==> config.mk <==
export PLATFORM = sky130hd
export DESIGN_NAME = power_stage_fault_and_startup_ctrl
export DESIGN_NICKNAME = d
export VERILOG_FILES = /design/src/design/flag_sync.v /design/src/design/power_stage_fault_and_startup_ctrl.v
export VERILOG_INCLUDE_DIRS = /design/src /design/src/design
export SDC_FILE = /design/constraint.sdc
export NUM_CORES = 1
export LEC_CHECK = 0
export BUFFER_PORTS_ARGS = -buffer_cell sky130_fd_sc_hd__buf_4
export CORE_ASPECT_RATIO = 0.6
export CORE_MARGIN = 2
export CORE_UTILIZATION = 45
export CTS_BUF_LIST = sky130_fd_sc_hd__clkbuf_2 sky130_fd_sc_hd__clkbuf_4 sky130_fd_sc_hd__clkbuf_8
export CTS_CLUSTER_DIAMETER = 30
export DETAILED_ROUTE_END_ITERATION = 10
export PLACE_DENSITY = 0.83
export SYNTH_ARGS = -nofsm -noshare
export SYNTH_HDL_FRONTEND = slang
export SYNTH_SLANG_ARGS = --single-unit
==> constraint.sdc <==
create_clock -name clock -period 2.9 [get_ports clock]
set_input_delay 0.145 -clock clock [delete_from_list [all_inputs] [get_ports clock]]
set_output_delay 0.145 -clock clock [all_outputs]
set_load 0.02 [all_outputs]
==> src/design/power_stage_map.vh <==
// constants for the power stage fault and start-up controller
`ifndef POWER_STAGE_MAP_VH
`define POWER_STAGE_MAP_VH

// clock and timing
`define CLK_PERIOD_NS        4
`define OVERLOAD_TIME_NS     1000

// register offsets (byte addresses on the plain register port)
`define ADDR_CTRL            4'h0
`define ADDR_STATUS          4'h4
`define ADDR_LIMIT           4'h8
`define ADDR_OVLD            4'hC

// control register fields and reset value
`define CTRL_TRIM_OVR        0
`define CTRL_TRIM_SEL        1
`define CTRL_RESET_VAL       2'h0

// status register fields
`define ST_LATCH             0
`define ST_UV                1
`define ST_THERM             2
`define ST_WARN              3
`define ST_OC                4
`define ST_RESET             5
`define ST_MODE              6
`define ST_STATE_LSB         8
`define ST_STATE_MSB         12

// limit register fields
`define LIM_SAT_LSB          0
`define LIM_SAT_MSB          15
`define LIM_SUB_LSB          16
`define LIM_SUB_MSB          31

// current limits in milliamps per trim setting
`define LIM_15K_SAT          16'h1388
`define LIM_15K_SUB          16'h1F40
`define LIM_18K_SAT          16'h1194
`define LIM_18K_SUB          16'h1D4C

`endif

==> src/design/flag_sync.v <==
// two-flop synchroniser for the analog comparator flags
`default_nettype none

module flag_sync #(
    parameter WIDTH = 1
) (
    input  wire             clock,
    input  wire             rstn,
    input  wire [WIDTH-1:0] flag_in,
    output wire [WIDTH-1:0] flag_out
);

    reg [WIDTH-1:0] meta_r;
    reg [WIDTH-1:0] sync_r;

    // first stage feeds only the second stage
    always @(posedge clock or negedge rstn) begin
        if (!rstn) begin
            meta_r <= {WIDTH{1'b0}};
            sync_r <= {WIDTH{1'b0}};
        end else begin
            meta_r <= flag_in;
            sync_r <= meta_r;
        end
    end

    assign flag_out = sync_r;

endmodule // flag_sync

`default_nettype wire

==> src/design/power_stage_fault_and_startup_ctrl.v <==
// protection and start-up control for a six-channel power stage
// What this block does
// - a tripped current detector restrains that switch instead of shutting down
// - persistent overcurrent sets a latched overload shutdown, outputs Hi-Z
// - trim setting picks 5/8 A or 4.5/7.5 A current limits
// - warning flag drives the active-low temperature warning output low
// - thermal shutdown flag makes all half-bridges Hi-Z and shutdown low
// - power-on clear resets overload latch; supplies good makes block operational
// - any supply undervoltage gives Hi-Z outputs and shutdown output low
// - undervoltage recovery is automatic once all supplies are good
// - reset pin low forces every half-bridge into Hi-Z
// - reset pin low holds the shutdown output released high
// - rising edge on reset pin clears the overload latch and resumes
// - mode low, reset low: bias and all channels Hi-Z
// - mode high, reset low: bias active, all channels Hi-Z
// - mode high, reset high: bias off, channels A to F switching
// - mode low, reset high: bias off, A to C switching, D to F Hi-Z
// - shutdown and warning outputs together encode fault status
// - reset pin low forces both shutdown and warning outputs high
//
// Added by the designer: the placing of the registers and strobed register access.
`include "power_stage_map.vh"
`default_nettype none

module power_stage_fault_and_startup_ctrl #(
    parameter CHANNELS        = 6,
    parameter HALF            = 3,
    parameter OVLD_WIDTH      = 16,
    parameter OVERLOAD_CYCLES = (`OVERLOAD_TIME_NS + `CLK_PERIOD_NS - 1)
                                / `CLK_PERIOD_NS
) (
    input  wire                  clock,
    input  wire                  rstn,
    input  wire                  reset_pin_n,
    input  wire                  mode_select_three,
    input  wire                  overcurrent_trim_pin,
    input  wire [CHANNELS-1:0]   pwm_in,
    input  wire [CHANNELS-1:0]   oc_high_trip,
    input  wire [CHANNELS-1:0]   oc_low_trip,
    input  wire                  temp_warn_flag,
    input  wire                  thermal_shutdown_event,
    input  wire                  gate_drive_supply_ok,
    input  wire                  common_supply_ok,
    input  wire [3:0]            addr,
    input  wire [31:0]           wdata,
    input  wire                  wr,
    input  wire                  rd,
    output reg  [31:0]           rdata,
    output reg  [CHANNELS-1:0]   high_gate,
    output reg  [CHANNELS-1:0]   low_gate,
    output reg  [CHANNELS-1:0]   stage_oe,
    output reg                   bias_precharge_control,
    output wire                  shutdown_fault_n_o,
    output reg                   shutdown_fault_n_oe,
    output wire                  over_temp_warning_n_o,
    output reg                   over_temp_warning_n_oe,
    output reg  [15:0]           oc_limit_sat_ma,
    output reg  [15:0]           oc_limit_sub_ma,
    output wire                  overload_latch,
    output wire                  undervoltage_guard
);

    // one-hot start-up states
    localparam [4:0] ST_OFF   = 5'b0_0001;
    localparam [4:0] ST_BIAS  = 5'b0_0010;
    localparam [4:0] ST_SIX   = 5'b0_0100;
    localparam [4:0] ST_THREE = 5'b0_1000;
    localparam [4:0] ST_FAULT = 5'b1_0000;

    localparam [OVLD_WIDTH-1:0] OVLD_LIMIT = OVERLOAD_CYCLES[OVLD_WIDTH-1:0];
    localparam [OVLD_WIDTH-1:0] OVLD_ONE   = {{(OVLD_WIDTH-1){1'b0}}, 1'b1};

    // synchronised analog flags
    wire [CHANNELS-1:0] oc_high_s;
    wire [CHANNELS-1:0] oc_low_s;
    wire                warn_s;
    wire                therm_s;
    wire                gvdd_ok_s;
    wire                vdd_ok_s;

    flag_sync #(
        .WIDTH (2*CHANNELS+4)
    ) u_sync (
        .clock    (clock),
        .rstn     (rstn),
        .flag_in  ({oc_high_trip, oc_low_trip, temp_warn_flag,
                    thermal_shutdown_event, gate_drive_supply_ok,
                    common_supply_ok}),
        .flag_out ({oc_high_s, oc_low_s, warn_s, therm_s,
                    gvdd_ok_s, vdd_ok_s})
    );

    reg  [4:0]            state_r;
    reg  [4:0]            state_nxt;
    reg                   latch_r;
    reg                   latch_nxt;
    reg  [OVLD_WIDTH-1:0] ovld_cnt_r;
    reg  [OVLD_WIDTH-1:0] ovld_cnt_nxt;
    reg                   reset_pin_d_r;
    reg  [1:0]            ctrl_r;
    reg                   uv_r;

    wire any_oc      = |(oc_high_s | oc_low_s);
    wire supplies_ok = gvdd_ok_s & vdd_ok_s;
    wire reset_rise  = reset_pin_n & ~reset_pin_d_r;
    wire trim_18k    = ctrl_r[`CTRL_TRIM_OVR] ? ctrl_r[`CTRL_TRIM_SEL]
                                              : overcurrent_trim_pin;
    wire fault_now   = latch_r | therm_s | ~supplies_ok;

    assign overload_latch     = latch_r;
    assign undervoltage_guard = uv_r;
    // open-drain pins only ever pull low
    assign shutdown_fault_n_o    = 1'b0;
    assign over_temp_warning_n_o = 1'b0;

    // saturating add used by the persistence counter
    function [OVLD_WIDTH-1:0] sat_inc;
        input [OVLD_WIDTH-1:0] val;
        input [OVLD_WIDTH-1:0] lim;
        begin
            if (val >= lim) begin
                sat_inc = lim;
            end else begin
                sat_inc = val + OVLD_ONE;
            end
        end
    endfunction

    // channel enable mask for a given state
    function [CHANNELS-1:0] chan_mask;
        input [4:0] st;
        begin
            case (st)
                ST_SIX:   chan_mask = {CHANNELS{1'b1}};
                ST_THREE: chan_mask = {{(CHANNELS-HALF){1'b0}},
                                       {HALF{1'b1}}};
                default:  chan_mask = {CHANNELS{1'b0}};
            endcase
        end
    endfunction

    // reset pin history for edge detection
    always @(posedge clock or negedge rstn) begin
        if (!rstn) begin
            reset_pin_d_r <= 1'b0;
        end else begin
            reset_pin_d_r <= reset_pin_n;
        end
    end

    // overcurrent persistence counter, clears as soon as trips end
    always @* begin
        if (any_oc && reset_pin_n) begin
            ovld_cnt_nxt = sat_inc(ovld_cnt_r, OVLD_LIMIT);
        end else begin
            ovld_cnt_nxt = {OVLD_WIDTH{1'b0}};
        end
    end

    // overload latch: set beats the release edge in the same cycle
    always @* begin
        latch_nxt = latch_r;
        if (reset_rise) begin
            latch_nxt = 1'b0;
        end
        if (any_oc && reset_pin_n && ovld_cnt_r >= OVLD_LIMIT) begin
            latch_nxt = 1'b1;
        end
    end

    // power-on clear is the asynchronous reset of the latch
    always @(posedge clock or negedge rstn) begin
        if (!rstn) begin
            latch_r    <= 1'b0;
            ovld_cnt_r <= {OVLD_WIDTH{1'b0}};
            uv_r       <= 1'b1;
        end else begin
            latch_r    <= latch_nxt;
            ovld_cnt_r <= ovld_cnt_nxt;
            uv_r       <= ~supplies_ok;
        end
    end

    // start-up sequencing from mode pin and reset pin
    always @* begin
        case ({mode_select_three, reset_pin_n})
            2'b00:   state_nxt = ST_OFF;
            2'b10:   state_nxt = ST_BIAS;
            2'b11:   state_nxt = ST_SIX;
            2'b01:   state_nxt = ST_THREE;
            default: state_nxt = ST_OFF;
        endcase
        // faults only matter once switching is requested
        if (reset_pin_n && fault_now) begin
            state_nxt = ST_FAULT;
        end
        // nothing runs until both supplies are up
        if (!supplies_ok) begin
            state_nxt = reset_pin_n ? ST_FAULT : ST_OFF;
        end
    end

    always @(posedge clock or negedge rstn) begin
        if (!rstn) begin
            state_r <= ST_OFF;
        end else begin
            state_r <= state_nxt;
        end
    end

    // power stage drive; registered so pins never glitch
    always @(posedge clock or negedge rstn) begin
        if (!rstn) begin
            high_gate              <= {CHANNELS{1'b0}};
            low_gate               <= {CHANNELS{1'b0}};
            stage_oe               <= {CHANNELS{1'b0}};
            bias_precharge_control <= 1'b0;
        end else begin
            // reset low and faults both yield an all-zero mask
            stage_oe  <= chan_mask(state_nxt);
            // tripped switch is held off, current cannot keep rising
            high_gate <= chan_mask(state_nxt) & pwm_in
                         & ~oc_high_s;
            low_gate  <= chan_mask(state_nxt) & ~pwm_in
                         & ~oc_low_s;
            bias_precharge_control <= (state_nxt == ST_BIAS);
        end
    end

    // status pins: enable high pulls the pin low
    always @(posedge clock or negedge rstn) begin
        if (!rstn) begin
            shutdown_fault_n_oe    <= 1'b0;
            over_temp_warning_n_oe <= 1'b0;
        end else if (!reset_pin_n) begin
            shutdown_fault_n_oe    <= 1'b0;
            over_temp_warning_n_oe <= 1'b0;
        end else begin
            shutdown_fault_n_oe    <= fault_now;
            over_temp_warning_n_oe <= warn_s | therm_s;
        end
    end

    // trim setting to analog current limit
    always @(posedge clock or negedge rstn) begin
        if (!rstn) begin
            oc_limit_sat_ma <= `LIM_15K_SAT;
            oc_limit_sub_ma <= `LIM_15K_SUB;
        end else if (trim_18k) begin
            oc_limit_sat_ma <= `LIM_18K_SAT;
            oc_limit_sub_ma <= `LIM_18K_SUB;
        end else begin
            oc_limit_sat_ma <= `LIM_15K_SAT;
            oc_limit_sub_ma <= `LIM_15K_SUB;
        end
    end

    // control register write
    always @(posedge clock or negedge rstn) begin
        if (!rstn) begin
            ctrl_r <= `CTRL_RESET_VAL;
        end else if (wr && addr == `ADDR_CTRL) begin
            ctrl_r <= wdata[`CTRL_TRIM_SEL:`CTRL_TRIM_OVR];
        end
    end

    // read mux; unmapped reads return zero
    reg [31:0] rd_val;
    always @* begin
        rd_val = 32'h0000_0000;
        case (addr)
            `ADDR_CTRL: begin
                rd_val[`CTRL_TRIM_SEL:`CTRL_TRIM_OVR] = ctrl_r;
            end
            `ADDR_STATUS: begin
                rd_val[`ST_LATCH] = latch_r;
                rd_val[`ST_UV]    = uv_r;
                rd_val[`ST_THERM] = therm_s;
                rd_val[`ST_WARN]  = warn_s;
                rd_val[`ST_OC]    = any_oc;
                rd_val[`ST_RESET] = reset_pin_n;
                rd_val[`ST_MODE]  = mode_select_three;
                rd_val[`ST_STATE_MSB:`ST_STATE_LSB] = state_r;
            end
            `ADDR_LIMIT: begin
                rd_val[`LIM_SAT_MSB:`LIM_SAT_LSB] = oc_limit_sat_ma;
                rd_val[`LIM_SUB_MSB:`LIM_SUB_LSB] = oc_limit_sub_ma;
            end
            `ADDR_OVLD: begin
                rd_val[OVLD_WIDTH-1:0] = ovld_cnt_r;
            end
            default: begin
                rd_val = 32'h0000_0000;
            end
        endcase
    end

    // read data stand only in the cycle after the strobe
    always @(posedge clock or negedge rstn) begin
        if (!rstn) begin
            rdata <= 32'h0000_0000;
        end else if (rd) begin
            rdata <= rd_val;
        end else begin
            rdata <= 32'h0000_0000;
        end
    end

endmodule // power_stage_fault_and_startup_ctrl

`default_nettype wire

==> results.toml <==
[synthesis]
ys_seq_area_share_pct = 67.5
postSynthAreaPerCell_um2 = 13.0
synth_seq_cells = 96
yosysUniqueCellTypes = 38
synthTopCellsByArea = "dfrtp_1, buf_4, dfstp_2"
yosys_warnings = 0
syn_inst = 274
synth.top_cell.area_share_pct = 65.3
synth_edf_count = 0
yosys.area.top_type = "dfrtp_1"
yosysMostFrequentCell = "dfrtp_1"
async_flop_share_pct = 100
yosys-top-cells-count = "dfrtp_1, buf_4, nor2_1"
synth_flop_cell = "dfrtp_1"
synth_area_mm2 = 0.00356

[floorplanning]
fp.dieH_um = 72.9
die-area_mm2 = 0.00867
core_area_mm2 = 0.00779
start_util_pct = 45.8
die_w_um = 119
rows = 25
io_pins = 154

[clock_tree]
hold_buffers = 27
clk_latency_ns = 0.37
numCtsBuffers = 9
cts-htree-levels = 3
post_cts_buffers = 0
cts_root_buf = "clkbuf_8"
cts.repair.resized = 0
cts_buffer_depth = 2
path_clk_slew_ns = 0.08
cts_tree = "done"
cts.sinks = 96

[run_status]
status = "finished, final reports clean"

[sta]
finalHoldViolCount = 0
fin_crit_ns = 1.86
setup_viol = 0
setup_tns_ns = 0
worst_slew_pin_slew_ns = 0.718
rsz0062_at_grt = "no"
fmax_mhz = 537
finalCritPeriodShare_pct = 64.2
max_slew_margin_pct = 52.1
slew_viol_final = 0
fin_worst_skew_ns = 0.0131

[place]
numPortBuffers = 88
placed_cells = 459
placed_cell_area_mm2 = 0.00414
dp_hpwl_mm = 4.96
gp_congestion = 0.807

[global_route]
grt_overflow_total = 0
grt_usage_pct = 17.4
grt_max_degree = 60
grt_pass1_vias = 2284
grt_pass1_wl_mm = 11.1
antenna_found_initial = 0

[final_layout]
nNetsFinal = 457
fin_util_pct = 59.2
regArea_mm2 = 0.00241
antenna_cells = 0
multi_input_area_um2 = 895
layoutNonFillerInstCount = 502
area_growth_pct = 29.4
drive_gt1_share_pct = 30.5
fillers = 623
stdcell_area_mm2 = 0.00461

[detailed_routing]
drtIter0Drc = 104
routed_via_density = 4.50
remaining_drc_errors = 0
finalWirelength_mm = 6.96
vias = 2259
detail_route.wl_per_cell_um = 13.9
firstDrtPassIters = 4
detail-route-antenna-nets = 0

[hold_path]
hp-class = "input pin to flop"

[worst_setup_path]
worst_path_largest_cell_delay_ns = 0.61
critPathKind = "flop to flop"
path_cells = "or4_1, nor4_1, o22ai_1"
cp_data_arrival_time_ns = 2.08
cp-start-kind = "flop"
worstPathMaxFanout = 2
cp_slowest_cell = "or4_1"
end_kind = "flop"
reg2reg_slack_ns = 1.04
crit_required_ns = 3.12

[power_and_ir_drop]
p_leak_nw = 2.30
irDropWorstVdd_uv = 389
p_total_mw = 2.56
power.density_mw_per_mm2 = 555

[flow_run]
cap_violations = 0
-- cell usage in the layout, fill, tap and decap left out, drive strengths merged, types with 2 or more instances in the layout --
cell and instances:
a21oi 8, a22oi 2, a31oi 4, and3 4
buf 90, clkbuf 12, conb 43, dfrtp 93
dfstp 3, dlygate4sd3 28, ha 2, inv 9
mux2 7, mux2i 5, nand2 12, nand3 6
nor2 16, nor2b 2, nor3 8, nor3b 9
nor4 3, o21ai 8, o31ai 2, or3 3
or4 3, xor2 2
-- final cells by class --
class | count | area share [%]
clock buffers | 12 | 3.58
clock inverters | 3 | 0.543
inverters | 8 | 0.651
multi-input cells | 157 | 19.4
flip-flops and latches | 96 | 52.2
well taps | 108 | 2.93
repair buffers | 118 | 20.7
-- flip-flops by register name (all words and copies together) (netlist names) --
name and flops:
high_gate 6, oc_limit_sat_ma 1, ovld_cnt_r 16, state_r 5, undervoltage_guard 1, low_gate 6, stage_oe 2, shutdown_fault_n_oe 1
over_temp_warning_n_oe 1, oc_limit_sub_ma 1, reset_pin_d_r 1, u_sync.meta_r 16, rdata 19, bias_precharge_control 1, ctrl_r 2, u_sync.flag_out 16
overload_latch 1
-- path summary, 6_finish.rpt --
check,startpoint,endpoint,cells after the start
max reg2reg,u_sync.flag_out[12],rdata[4],3
max in group asynchronous,rstn,oc_limit_sat_ma[3],3
min in group asynchronous,rstn,bias_precharge_control,2
max,u_sync.flag_out[12],rdata[4],3
min,addr[2],rdata[3],3
min reg2reg,u_sync.meta_r[13],u_sync.flag_out[13],0
-- metrics by stage --
| step | worst slack [ns] | hold WS [ns] |
|---|---|---|
| after global routing | 0.977 | 0.0828 |
| final | 1.04 | 0.0997 |
| after global placement | 1.15 | 0.228 |
| after floorplan | 1.36 | -0.151 |
| after CTS | 1.11 | 0.00771 |
| after detailed placement | 1.12 | 0.240 |
-- report_power, final --
part           total, mW  internal, mW  switching [mW]
Combinational      0.305         0.128           0.177
Sequential          1.44          1.40          0.0399
Clock              0.816         0.382           0.435
Total               2.56          1.91           0.652
-- critical path, delay by kind of cell (launching register included) --
| kind | cells | cell delay [ns] |
|---|---|---|
| AO/OA/AOI/OAI | 1 | 0.17 |
| AND/OR/NAND/NOR | 2 | 1.15 |
| flip-flops | 1 | 0.39 |
-- cells by family (layout without fill, tap and decap cells) --
group                      count (synthesis)  in the layout  synth area share [%]
other                                      2             43                 0.211
xor gates and xnor gates                   3              3                 0.737
adders and majority gates                  2              2                 0.702
AOI/OAI and AO/OA                         26             26                  4.74
buffers and inverters                     62            141                  11.7
DFF                                       96             96                  67.5
and+or+nand+nor                           71             71                  10.8
muxes                                     12             12                  3.62
-- metal layers --
metal	routed length, µm	global-route usage, %	vias to the layer above
met1	2890	20.3	1103
met4	112	7.28	0
met3	668	8.67	9
met5	0	0	-
met2	3290	28.0	90
li1	-	-	1057
No activity file was read; power rests on OpenSTA's default activity.
